==> config.mk <==
export PLATFORM = sky130hd
export DESIGN_NAME = flash_protect_config_word
export DESIGN_NICKNAME = d
export VERILOG_FILES = /design/src/include/cfg_word_pkg.sv /design/src/hw/page_limit.sv /design/src/hw/flash_protect_config_word.sv
export SDC_FILE = /design/constraint.sdc
export NUM_CORES = 1
export LEC_CHECK = 0
export BUFFER_PORTS_ARGS = -buffer_cell sky130_fd_sc_hd__buf_2
export CORE_ASPECT_RATIO = 0.75
export CORE_MARGIN = 10
export CORE_UTILIZATION = 48
export CTS_BUF_LIST = sky130_fd_sc_hd__clkbuf_8
export DETAILED_ROUTE_END_ITERATION = 7
export PLACE_DENSITY = 0.85
export SLEW_MARGIN = 20
export SYNTH_ARGS = -nofsm -noshare
export SYNTH_HDL_FRONTEND = slang
export SYNTH_SLANG_ARGS = --single-unit
==> constraint.sdc <==
create_clock -name pclk -period 3.6 [get_ports pclk]
set_input_delay 0 -clock pclk [delete_from_list [all_inputs] [get_ports pclk]]
set_output_delay 0 -clock pclk [all_outputs]
set_load 0.005 [all_outputs]
==> src/include/cfg_word_pkg.sv <==
/*
 * Constants, field layout and carrier types for the boot protection
 * configuration word block.
 * Assumes a single pclk domain and an APB register bus of 32-bit data.
 */
// Function
// - Code-protect bit 28 low blocks external programmer
// - Boot write-protect bit 24 low blocks boot writes
// - Page field 19:12 is complement of count
// - All ones disables; lower codes protect upward
// - Scan-port enable copied into runtime control register
package cfg_word_pkg;

    // APB register byte offsets
    localparam logic [11:0] CFG_WORD_OFF = 12'h000;
    localparam logic [11:0] RUNTIME_CTRL_OFF = 12'h004;
    localparam logic [11:0] STATUS_OFF = 12'h008;
    localparam logic [11:0] CHECK_OFF = 12'h00C;

    // Word field positions
    localparam int RSVD_ZERO_BIT = 31;
    localparam int CODE_PROT_BIT = 28;
    localparam int BOOT_WP_BIT = 24;
    localparam int PAGE_HI_BIT = 19;
    localparam int PAGE_LO_BIT = 12;
    localparam int DBG_SEL_HI_BIT = 4;
    localparam int DBG_SEL_LO_BIT = 3;
    localparam int SCAN_EN_BIT = 2;

    // Reserved bits that must read as one, and the blank (erased) word
    localparam logic [31:0] RSVD_ONE_MASK = 32'h6EF0_0FE0;
    localparam logic [31:0] RSVD_ZERO_MASK = 32'h8000_0000;
    localparam logic [31:0] ERASED_WORD = 32'h7FFF_FFFF;

    // Program flash layout: 4 KiB pages from the flash base
    localparam logic [31:0] PFLASH_BASE = 32'hBD00_0000;
    localparam int PAGE_SHIFT = 12;
    localparam logic [7:0] PAGE_PROT_OFF = 8'hFF;

    // Runtime control register layout
    localparam int RT_SCAN_EN_BIT = 3;

    // Reset of latched word state: all protection on until loaded
    localparam logic [31:0] SAFE_WORD = 32'h0000_0000;

    // Decoded protection view of the word
    typedef struct packed {
        logic code_read_protect_n;
        logic boot_write_protect_n;
        logic [7:0] program_page_protect_count;
        logic [1:0] debug_channel_select;
        logic scan_port_enable;
    } cfg_fields_t;

    // Flash write request from the core side
    typedef struct packed {
        logic valid;
        logic boot;
        logic [31:0] addr;
    } flash_wr_t;

endpackage : cfg_word_pkg

==> src/hw/page_limit.sv <==
/*
 * Turns the complemented page field into the top protected address
 * and compares a program flash address against it.
 * Assumes pages of 4 KiB starting at the program flash base.
 */
`timescale 1ns/10ps
`default_nettype none
module page_limit
    import cfg_word_pkg::*;
(
    // Field and probe address
    input wire logic [7:0] page_field,
    input wire logic [31:0] addr,
    // Result
    output logic enabled,
    output logic [31:0] limit,
    output logic hit
);
    logic [7:0] pages;

    // Complement gives the protected page count
    assign pages = ~page_field;
    assign enabled = (page_field != PAGE_PROT_OFF);
    // Limit is base plus count pages, minus one byte
    assign limit = PFLASH_BASE + ({24'h00_0000, pages} << PAGE_SHIFT) - 32'h0000_0001;
    assign hit = enabled && (addr >= PFLASH_BASE) && (addr <= limit);

endmodule : page_limit
`default_nettype wire

==> src/hw/flash_protect_config_word.sv <==
/*
 * Boot protection configuration word: holds the word loaded from the
 * configuration flash row, applies code-read, boot write and program
 * page write protection, and seeds the scan-port enable of the runtime
 * control register. Software sees it all over APB.
 * Refusals leave sticky status flags that software clears by writing
 * ones; a refusal in the very cycle of its clear is kept.
 * Assumes cfg_word_in is stable while presetn is low and just after,
 * and that program/debug logic obeys the grant outputs.
 */
`timescale 1ns/10ps
`default_nettype none
module flash_protect_config_word
    import cfg_word_pkg::*;
(
    // Clock and reset
    input wire logic pclk,
    input wire logic presetn,
    // APB slave
    input wire logic psel,
    input wire logic penable,
    input wire logic pwrite,
    input wire logic [11:0] paddr,
    input wire logic [31:0] pwdata,
    input wire logic [3:0] pstrb,
    output logic [31:0] prdata,
    output logic pready,
    output logic pslverr,
    // Word as stored in configuration flash
    input wire logic [31:0] cfg_word_in,
    // External programmer access request
    input wire logic ext_prog_req,
    output logic ext_prog_grant,
    // Execution-time flash write request
    input wire flash_wr_t core_wr,
    output logic core_wr_grant,
    output logic core_wr_blocked,
    // Decoded configuration
    output cfg_fields_t fields,
    output logic scan_port_enable_rt
);
    // Held word, load flag and runtime state
    logic [31:0] word_reg;
    logic loaded_reg;
    logic scan_en_reg;
    logic [1:0] blocked_cnt_reg;
    logic prog_blocked_reg;
    logic boot_blocked_reg;
    logic page_blocked_reg;
    // Decode, bus and read helpers
    logic page_on;
    logic page_hit;
    logic setup;
    logic access;
    logic wr_en;
    logic rd_setup;
    logic addr_ok;
    logic wr_refused;
    logic status_wr;
    logic [2:0] status_clr;
    logic boot_refuse;
    logic page_refuse;
    logic core_refuse;
    logic rsvd_ok;
    logic [31:0] status_word;
    logic [31:0] rd_next;

    // Load once, on the first edge after reset release, then freeze;
    // async reset takes the all-protected constant so nothing leaks early;
    // the pin is ignored afterwards, so a glitch cannot reopen protection
    always_ff @(posedge pclk or negedge presetn) begin
        if (!presetn) begin
            word_reg <= SAFE_WORD;
            loaded_reg <= 1'b0;
        end else if (!loaded_reg) begin
            word_reg <= cfg_word_in;
            loaded_reg <= 1'b1;
        end
    end

    // Field view of the held word; taken from the register, never the
    // pin, so consumers see the same value the gates use
    assign fields.code_read_protect_n = word_reg[CODE_PROT_BIT];
    assign fields.boot_write_protect_n = word_reg[BOOT_WP_BIT];
    assign fields.program_page_protect_count = word_reg[PAGE_HI_BIT:PAGE_LO_BIT];
    assign fields.debug_channel_select = word_reg[DBG_SEL_HI_BIT:DBG_SEL_LO_BIT];
    assign fields.scan_port_enable = word_reg[SCAN_EN_BIT];

    // Page comparator; its limit address is only needed inside it
    page_limit u_page_limit (
        .page_field(word_reg[PAGE_HI_BIT:PAGE_LO_BIT]),
        .addr(core_wr.addr),
        .enabled(page_on),
        .limit(),
        .hit(page_hit)
    );

    // Programmer gets nothing until the word is loaded and the code-read
    // protect bit is 1; the reset word keeps everything closed
    assign ext_prog_grant = ext_prog_req && loaded_reg && word_reg[CODE_PROT_BIT];

    // Execution-time writes: boot region by its write-protect bit,
    // program pages by the page field; all refused until the word is in
    assign boot_refuse = core_wr.boot && !word_reg[BOOT_WP_BIT];
    assign page_refuse = !core_wr.boot && page_hit;
    assign core_refuse = !loaded_reg || boot_refuse || page_refuse;
    assign core_wr_grant = core_wr.valid && !core_refuse;
    assign core_wr_blocked = core_wr.valid && core_refuse;

    // APB phases; zero wait states, so pready never stalls the master
    assign setup = psel && !penable;
    assign access = psel && penable;
    assign pready = 1'b1;
    // Four word offsets decode; anything else is unmapped
    assign addr_ok = (paddr == CFG_WORD_OFF) || (paddr == RUNTIME_CTRL_OFF)
        || (paddr == STATUS_OFF) || (paddr == CHECK_OFF);
    assign wr_en = access && pwrite && addr_ok;
    // Read data is fetched in setup so it stands for the whole access phase
    assign rd_setup = setup && !pwrite;

    // Runtime control and status (write one to clear) take writes;
    // the word and the check register are read-only and refuse them
    assign wr_refused = pwrite && (paddr != RUNTIME_CTRL_OFF) && (paddr != STATUS_OFF);
    assign pslverr = access && (!addr_ok || wr_refused);

    // Status clear strobes, one per sticky flag, by write data bit
    assign status_wr = wr_en && (paddr == STATUS_OFF);
    assign status_clr = {3{status_wr}} & pwdata[2:0];

    // Scan-port enable seeded from the word, then software may change it;
    // only byte lane 0 carries the bit, other strobes are ignored
    always_ff @(posedge pclk or negedge presetn) begin
        if (!presetn) begin
            scan_en_reg <= 1'b0;
        end else if (!loaded_reg) begin
            scan_en_reg <= cfg_word_in[SCAN_EN_BIT];
        end else if (wr_en && paddr == RUNTIME_CTRL_OFF && pstrb[0]) begin
            scan_en_reg <= pwdata[RT_SCAN_EN_BIT];
        end
    end
    assign scan_port_enable_rt = scan_en_reg;

    // Programmer refusal flag; a refusal in the clear cycle wins, so
    // software never loses an attempt it has not yet seen
    always_ff @(posedge pclk or negedge presetn) begin
        if (!presetn) begin
            prog_blocked_reg <= 1'b0;
        end else if (ext_prog_req && !ext_prog_grant) begin
            prog_blocked_reg <= 1'b1;
        end else if (status_clr[0]) begin
            prog_blocked_reg <= 1'b0;
        end
    end

    // Boot write refusal flag, same set-wins order
    always_ff @(posedge pclk or negedge presetn) begin
        if (!presetn) begin
            boot_blocked_reg <= 1'b0;
        end else if (core_wr_blocked && core_wr.boot) begin
            boot_blocked_reg <= 1'b1;
        end else if (status_clr[1]) begin
            boot_blocked_reg <= 1'b0;
        end
    end

    // Page write refusal flag, same set-wins order
    always_ff @(posedge pclk or negedge presetn) begin
        if (!presetn) begin
            page_blocked_reg <= 1'b0;
        end else if (core_wr_blocked && !core_wr.boot) begin
            page_blocked_reg <= 1'b1;
        end else if (status_clr[2]) begin
            page_blocked_reg <= 1'b0;
        end
    end

    // Saturating count of core write refusals, for quick software sanity checks;
    // it stops at three rather than wrapping, so a burst never reads as none
    always_ff @(posedge pclk or negedge presetn) begin
        if (!presetn) begin
            blocked_cnt_reg <= 2'b00;
        end else if (core_wr_blocked && blocked_cnt_reg != 2'b11) begin
            blocked_cnt_reg <= blocked_cnt_reg + 2'b01;
        end
    end

    // Status: flags in bits 2:0, then loaded, refusal count, page enable
    assign status_word = {24'h00_0000, page_on, blocked_cnt_reg, loaded_reg, 1'b0,
        page_blocked_reg, boot_blocked_reg, prog_blocked_reg};

    // Reserved-bit check of the stored word: ones where the layout wants
    // ones and a zero in the top bit; a badly programmed part shows here
    assign rsvd_ok = ((word_reg & RSVD_ONE_MASK) == RSVD_ONE_MASK)
        && ((word_reg & RSVD_ZERO_MASK) == 32'h0000_0000);

    // Read mux
    always_comb begin
        rd_next = 32'h0000_0000;
        unique case (paddr)
            CFG_WORD_OFF: rd_next = word_reg;
            RUNTIME_CTRL_OFF: rd_next[RT_SCAN_EN_BIT] = scan_en_reg;
            STATUS_OFF: rd_next = status_word;
            CHECK_OFF: rd_next[0] = rsvd_ok;
            default: rd_next = 32'h0000_0000;
        endcase
    end

    // Read data registered in the setup cycle, valid in the access phase
    // and standing until the next read setup
    always_ff @(posedge pclk or negedge presetn) begin
        if (!presetn) begin
            prdata <= 32'h0000_0000;
        end else if (rd_setup) begin
            prdata <= rd_next;
        end
    end

endmodule : flash_protect_config_word
`default_nettype wire

==> impl_metrics.py <==
metrics = {
    "yosys": {
        "synth_most_common_cell": "nand2_1",
        "synthCells": 348,
        "yosysSeqAreaShare_pct": 49.4,
        "async_flop_share_pct": 100,
        "netlist.top_cell.by_area": "dfrtp_1",
        "synth.cell_area_um2": 3590,
        "synth_top_area_share_pct": 49.4,
        "yosys_warnings": 0,
        "syn_avg_cell_area_um2": 10.3,
        "ys_ff_latch": 71,
        "synth_area_leaders": "dfrtp_1 (49%), mux2_2 (9.7%), nand2_1 (7.6%)",
        "ys_dominant_reg_cell": "dfrtp_1",
        "synth_cell_types": 45,
        "yosys-top-cells-count": "nand2_1 (73), dfrtp_1 (71), o21ai_0 (37)",
        "synth_edf_count": 0,
    },
    "worst_setup_path": {
        "endpoint_kind": "register",
        "reg2reg_from": "word_reg[12]",
        "critPathKind": "reg -> reg",
        "r2r_end": "page_blocked_reg",
        "critical_path_arrival_ns": 3.63,
        "critPathRequiredTime_ns": 3.82,
        "worst-path-max-fanout": 7,
        "worstSetupStartpointType": "register",
        "critPathLaunch": "word_reg[12]",
        "reg2regPathDepth": 12,
        "reg2reg_slack_ns": 0.19,
    },
    "timing": {
        "min_period_ns": 3.41,
        "max_slew.worst_pin.slew_ns": 0.997,
        "hold_violations": 0,
        "fmaxAchievable_ghz": 0.293,
        "fin_ws_ns": 0.187,
        "relSlewSlack_pct": 33.3,
        "totalNegativeSetupSlack_ns": 0,
        "report.final.slew_viol_count": 0,
        "skew_ns": 0.00588,
        "period_share_pct": 94.8,
        "rsz0062_at_grt": "false",
        "setup_viol": 0,
    },
    "die": {
        "design.core.area_um2": 7300,
        "io_pins": 171,
        "die_width_um": 120,
        "dieArea_um2": 11400,
        "initial_core_util_pct": 49.2,
        "fp.dieH_um": 94.9,
        "num_rows": 27,
    },
    "layout": {
        "area_growth_pct": 37.7,
        "final_nets": 649,
        "drive_above_1_share_pct": 39.8,
    },
    "clock_network": {
        "clock_sinks": 71,
        "tritoncts.num_buffers": 9,
        "clock_path_buffers": 2,
        "tritoncts": "yes",
        "clockRootBuffer": "clkbuf_8",
        "path_clk_slew_ns": 0.07,
        "cts-htree-levels": 3,
        "clock_latency_ns": 0.34,
    },
    "grt": {
        "grt_pass1_vias": 3379,
        "antenna_found_initial": 1,
        "grt_pass1_wl_um": 17000,
        "grt_usage_pct": 18.8,
        "grt_overflow": 0,
        "grt_max_degree": 72,
    },
    "route": {
        "first_pass_iters": 4,
        "wirelength_um": 10900,
        "drc": 0,
        "avgViaCountPerCell": 5.18,
        "vias": 3218,
        "antenna_left": 0,
        "wl_per_cell_um": 17.5,
        "drtIter0Drc": 202,
    },
    "hold_path": {
        "hold_end": "scan_port_enable_rt",
        "hold_depth": 5,
        "worstHoldStart": "pstrb[0]",
        "min_path_type": "in -> reg",
    },
    "power_and_ir_drop": {
        "leakage_nw": 2.31,
        "irDropWorstVdd_v": 0.000369,
        "power.density_nw_per_um2": 384,
    },
    "place": {
        "hpwl_um": 7910,
        "pre_cts_slack_ns": 0.562,
        "gp_congestion": 0.876,
        "port_buffers": 138,
    },
    "flow_run": {
        "cap_violations": 0,
    },
    "run_status": {
        "status": "completed",
    },
}
-- worst max-delay path, cell delays in order (launching register included) --
cell	delay, ns
dfrtp_2	0.44
ha_2	0.23
nand4_1	0.18
nor2b_4	0.19
inv_2	0.07
ha_1	0.28
nand4b_1	0.19
nor4_2	0.28
a22oi_1	0.16
a31oi_2	0.29
o21ai_0	0.14
a32o_1	0.27
dlygate4sd3_1	0.56
-- logic make-up after synthesis --
kind of cell,after synthesis,share of synthesized area [%]
multiplexers,34,10.6
AND/OR/NAND/NOR,121,16.8
XOR/XNOR,8,1.95
adder cells (fa/ha/maj),15,5.22
flip-flops,71,49.4
AO/OA/AOI/OAI,63,10.7
buffers and inverters,35,5.22
other,1,0.104
-- worst max-delay path by stage --
stage,to,slack [ns],cells after the start
after global routing,page_blocked_reg,0.002,12
final,page_blocked_reg,0.19,12
after global placement,blocked_cnt_reg[1],0.76,11
after detailed placement,blocked_cnt_reg[1],0.56,11
after floorplan,blocked_cnt_reg[1],1.08,11
after CTS,page_blocked_reg,0.008,12
-- placed cells by master, fill, tap and decap left out, drive strengths merged, types with 2 or more instances in the layout --
master	instances
buf	142
nand2	73
dfrtp	71
dlygate4sd3	41
o21ai	39
mux2	32
ha	15
nand4	11
clkbuf	10
nor2	9
a22oi	8
inv	7
nor4	7
a21oi	6
nand3	5
xnor2	5
xor2	3
and3	3
nand4b	3
diode	2
and2	2
mux2i	2
a32o	2
conb	2
bufinv	2
nor3	2
o31ai	2
nor3b	2
-- metrics by stage --
step	utilization, %	cells	cell area, um^2	hold WS, ns	power, W
6_report	67.8	621	4950	0.114	0.00190
5_1_grt	67.8	620	4950	0.138	0.00200
4_1_cts	67.3	617	4910	0.102	0.00191
3_5_place_dp	58.7	561	4280	0.175	0.00118
3_3_place_gp	58.5	560	4270	0.167	0.00116
2_1_floorplan	-	349	3600	-0.296	0.00106
-- final cells by class --
type / instances / area (um^2)
clock buffers: 10 / 138
clock inverters: 5 / 81.3
diodes: 2 / 5.00
repair buffers: 183 / 1140
well taps: 101 / 126
flip-flops and latches: 71 / 1780
multi-input cells: 243 / 1650
inverters: 6 / 22.5
fillers: 589 / 2350
-- layer usage --
layer  routed length (um)  up-vias  part of all wire [%]  track usage (%)
li1                     -     1550                     -                -
met5                    0        -                     0                0
met3                  792       20                   7.3             6.85
met2                 5680      106                    52             32.0
met4                  269        0                   2.5             8.42
met1                 4150     1542                    38             20.9
-- timing repair --
action	CTS	global route
resized for setup	0	7
endpoints found under the setup margin	0	2
hold endpoints to repair	108	0
hold buffers	41	0
setup buffers	0	2
-- power by group --
part / internal [W] / switching [W]
clock network: 0.000406 / 0.000292
registers: 0.000848 / 0.0000570
logic: 0.000163 / 0.000134
Note: power is estimated with default switching activity, not from simulation.
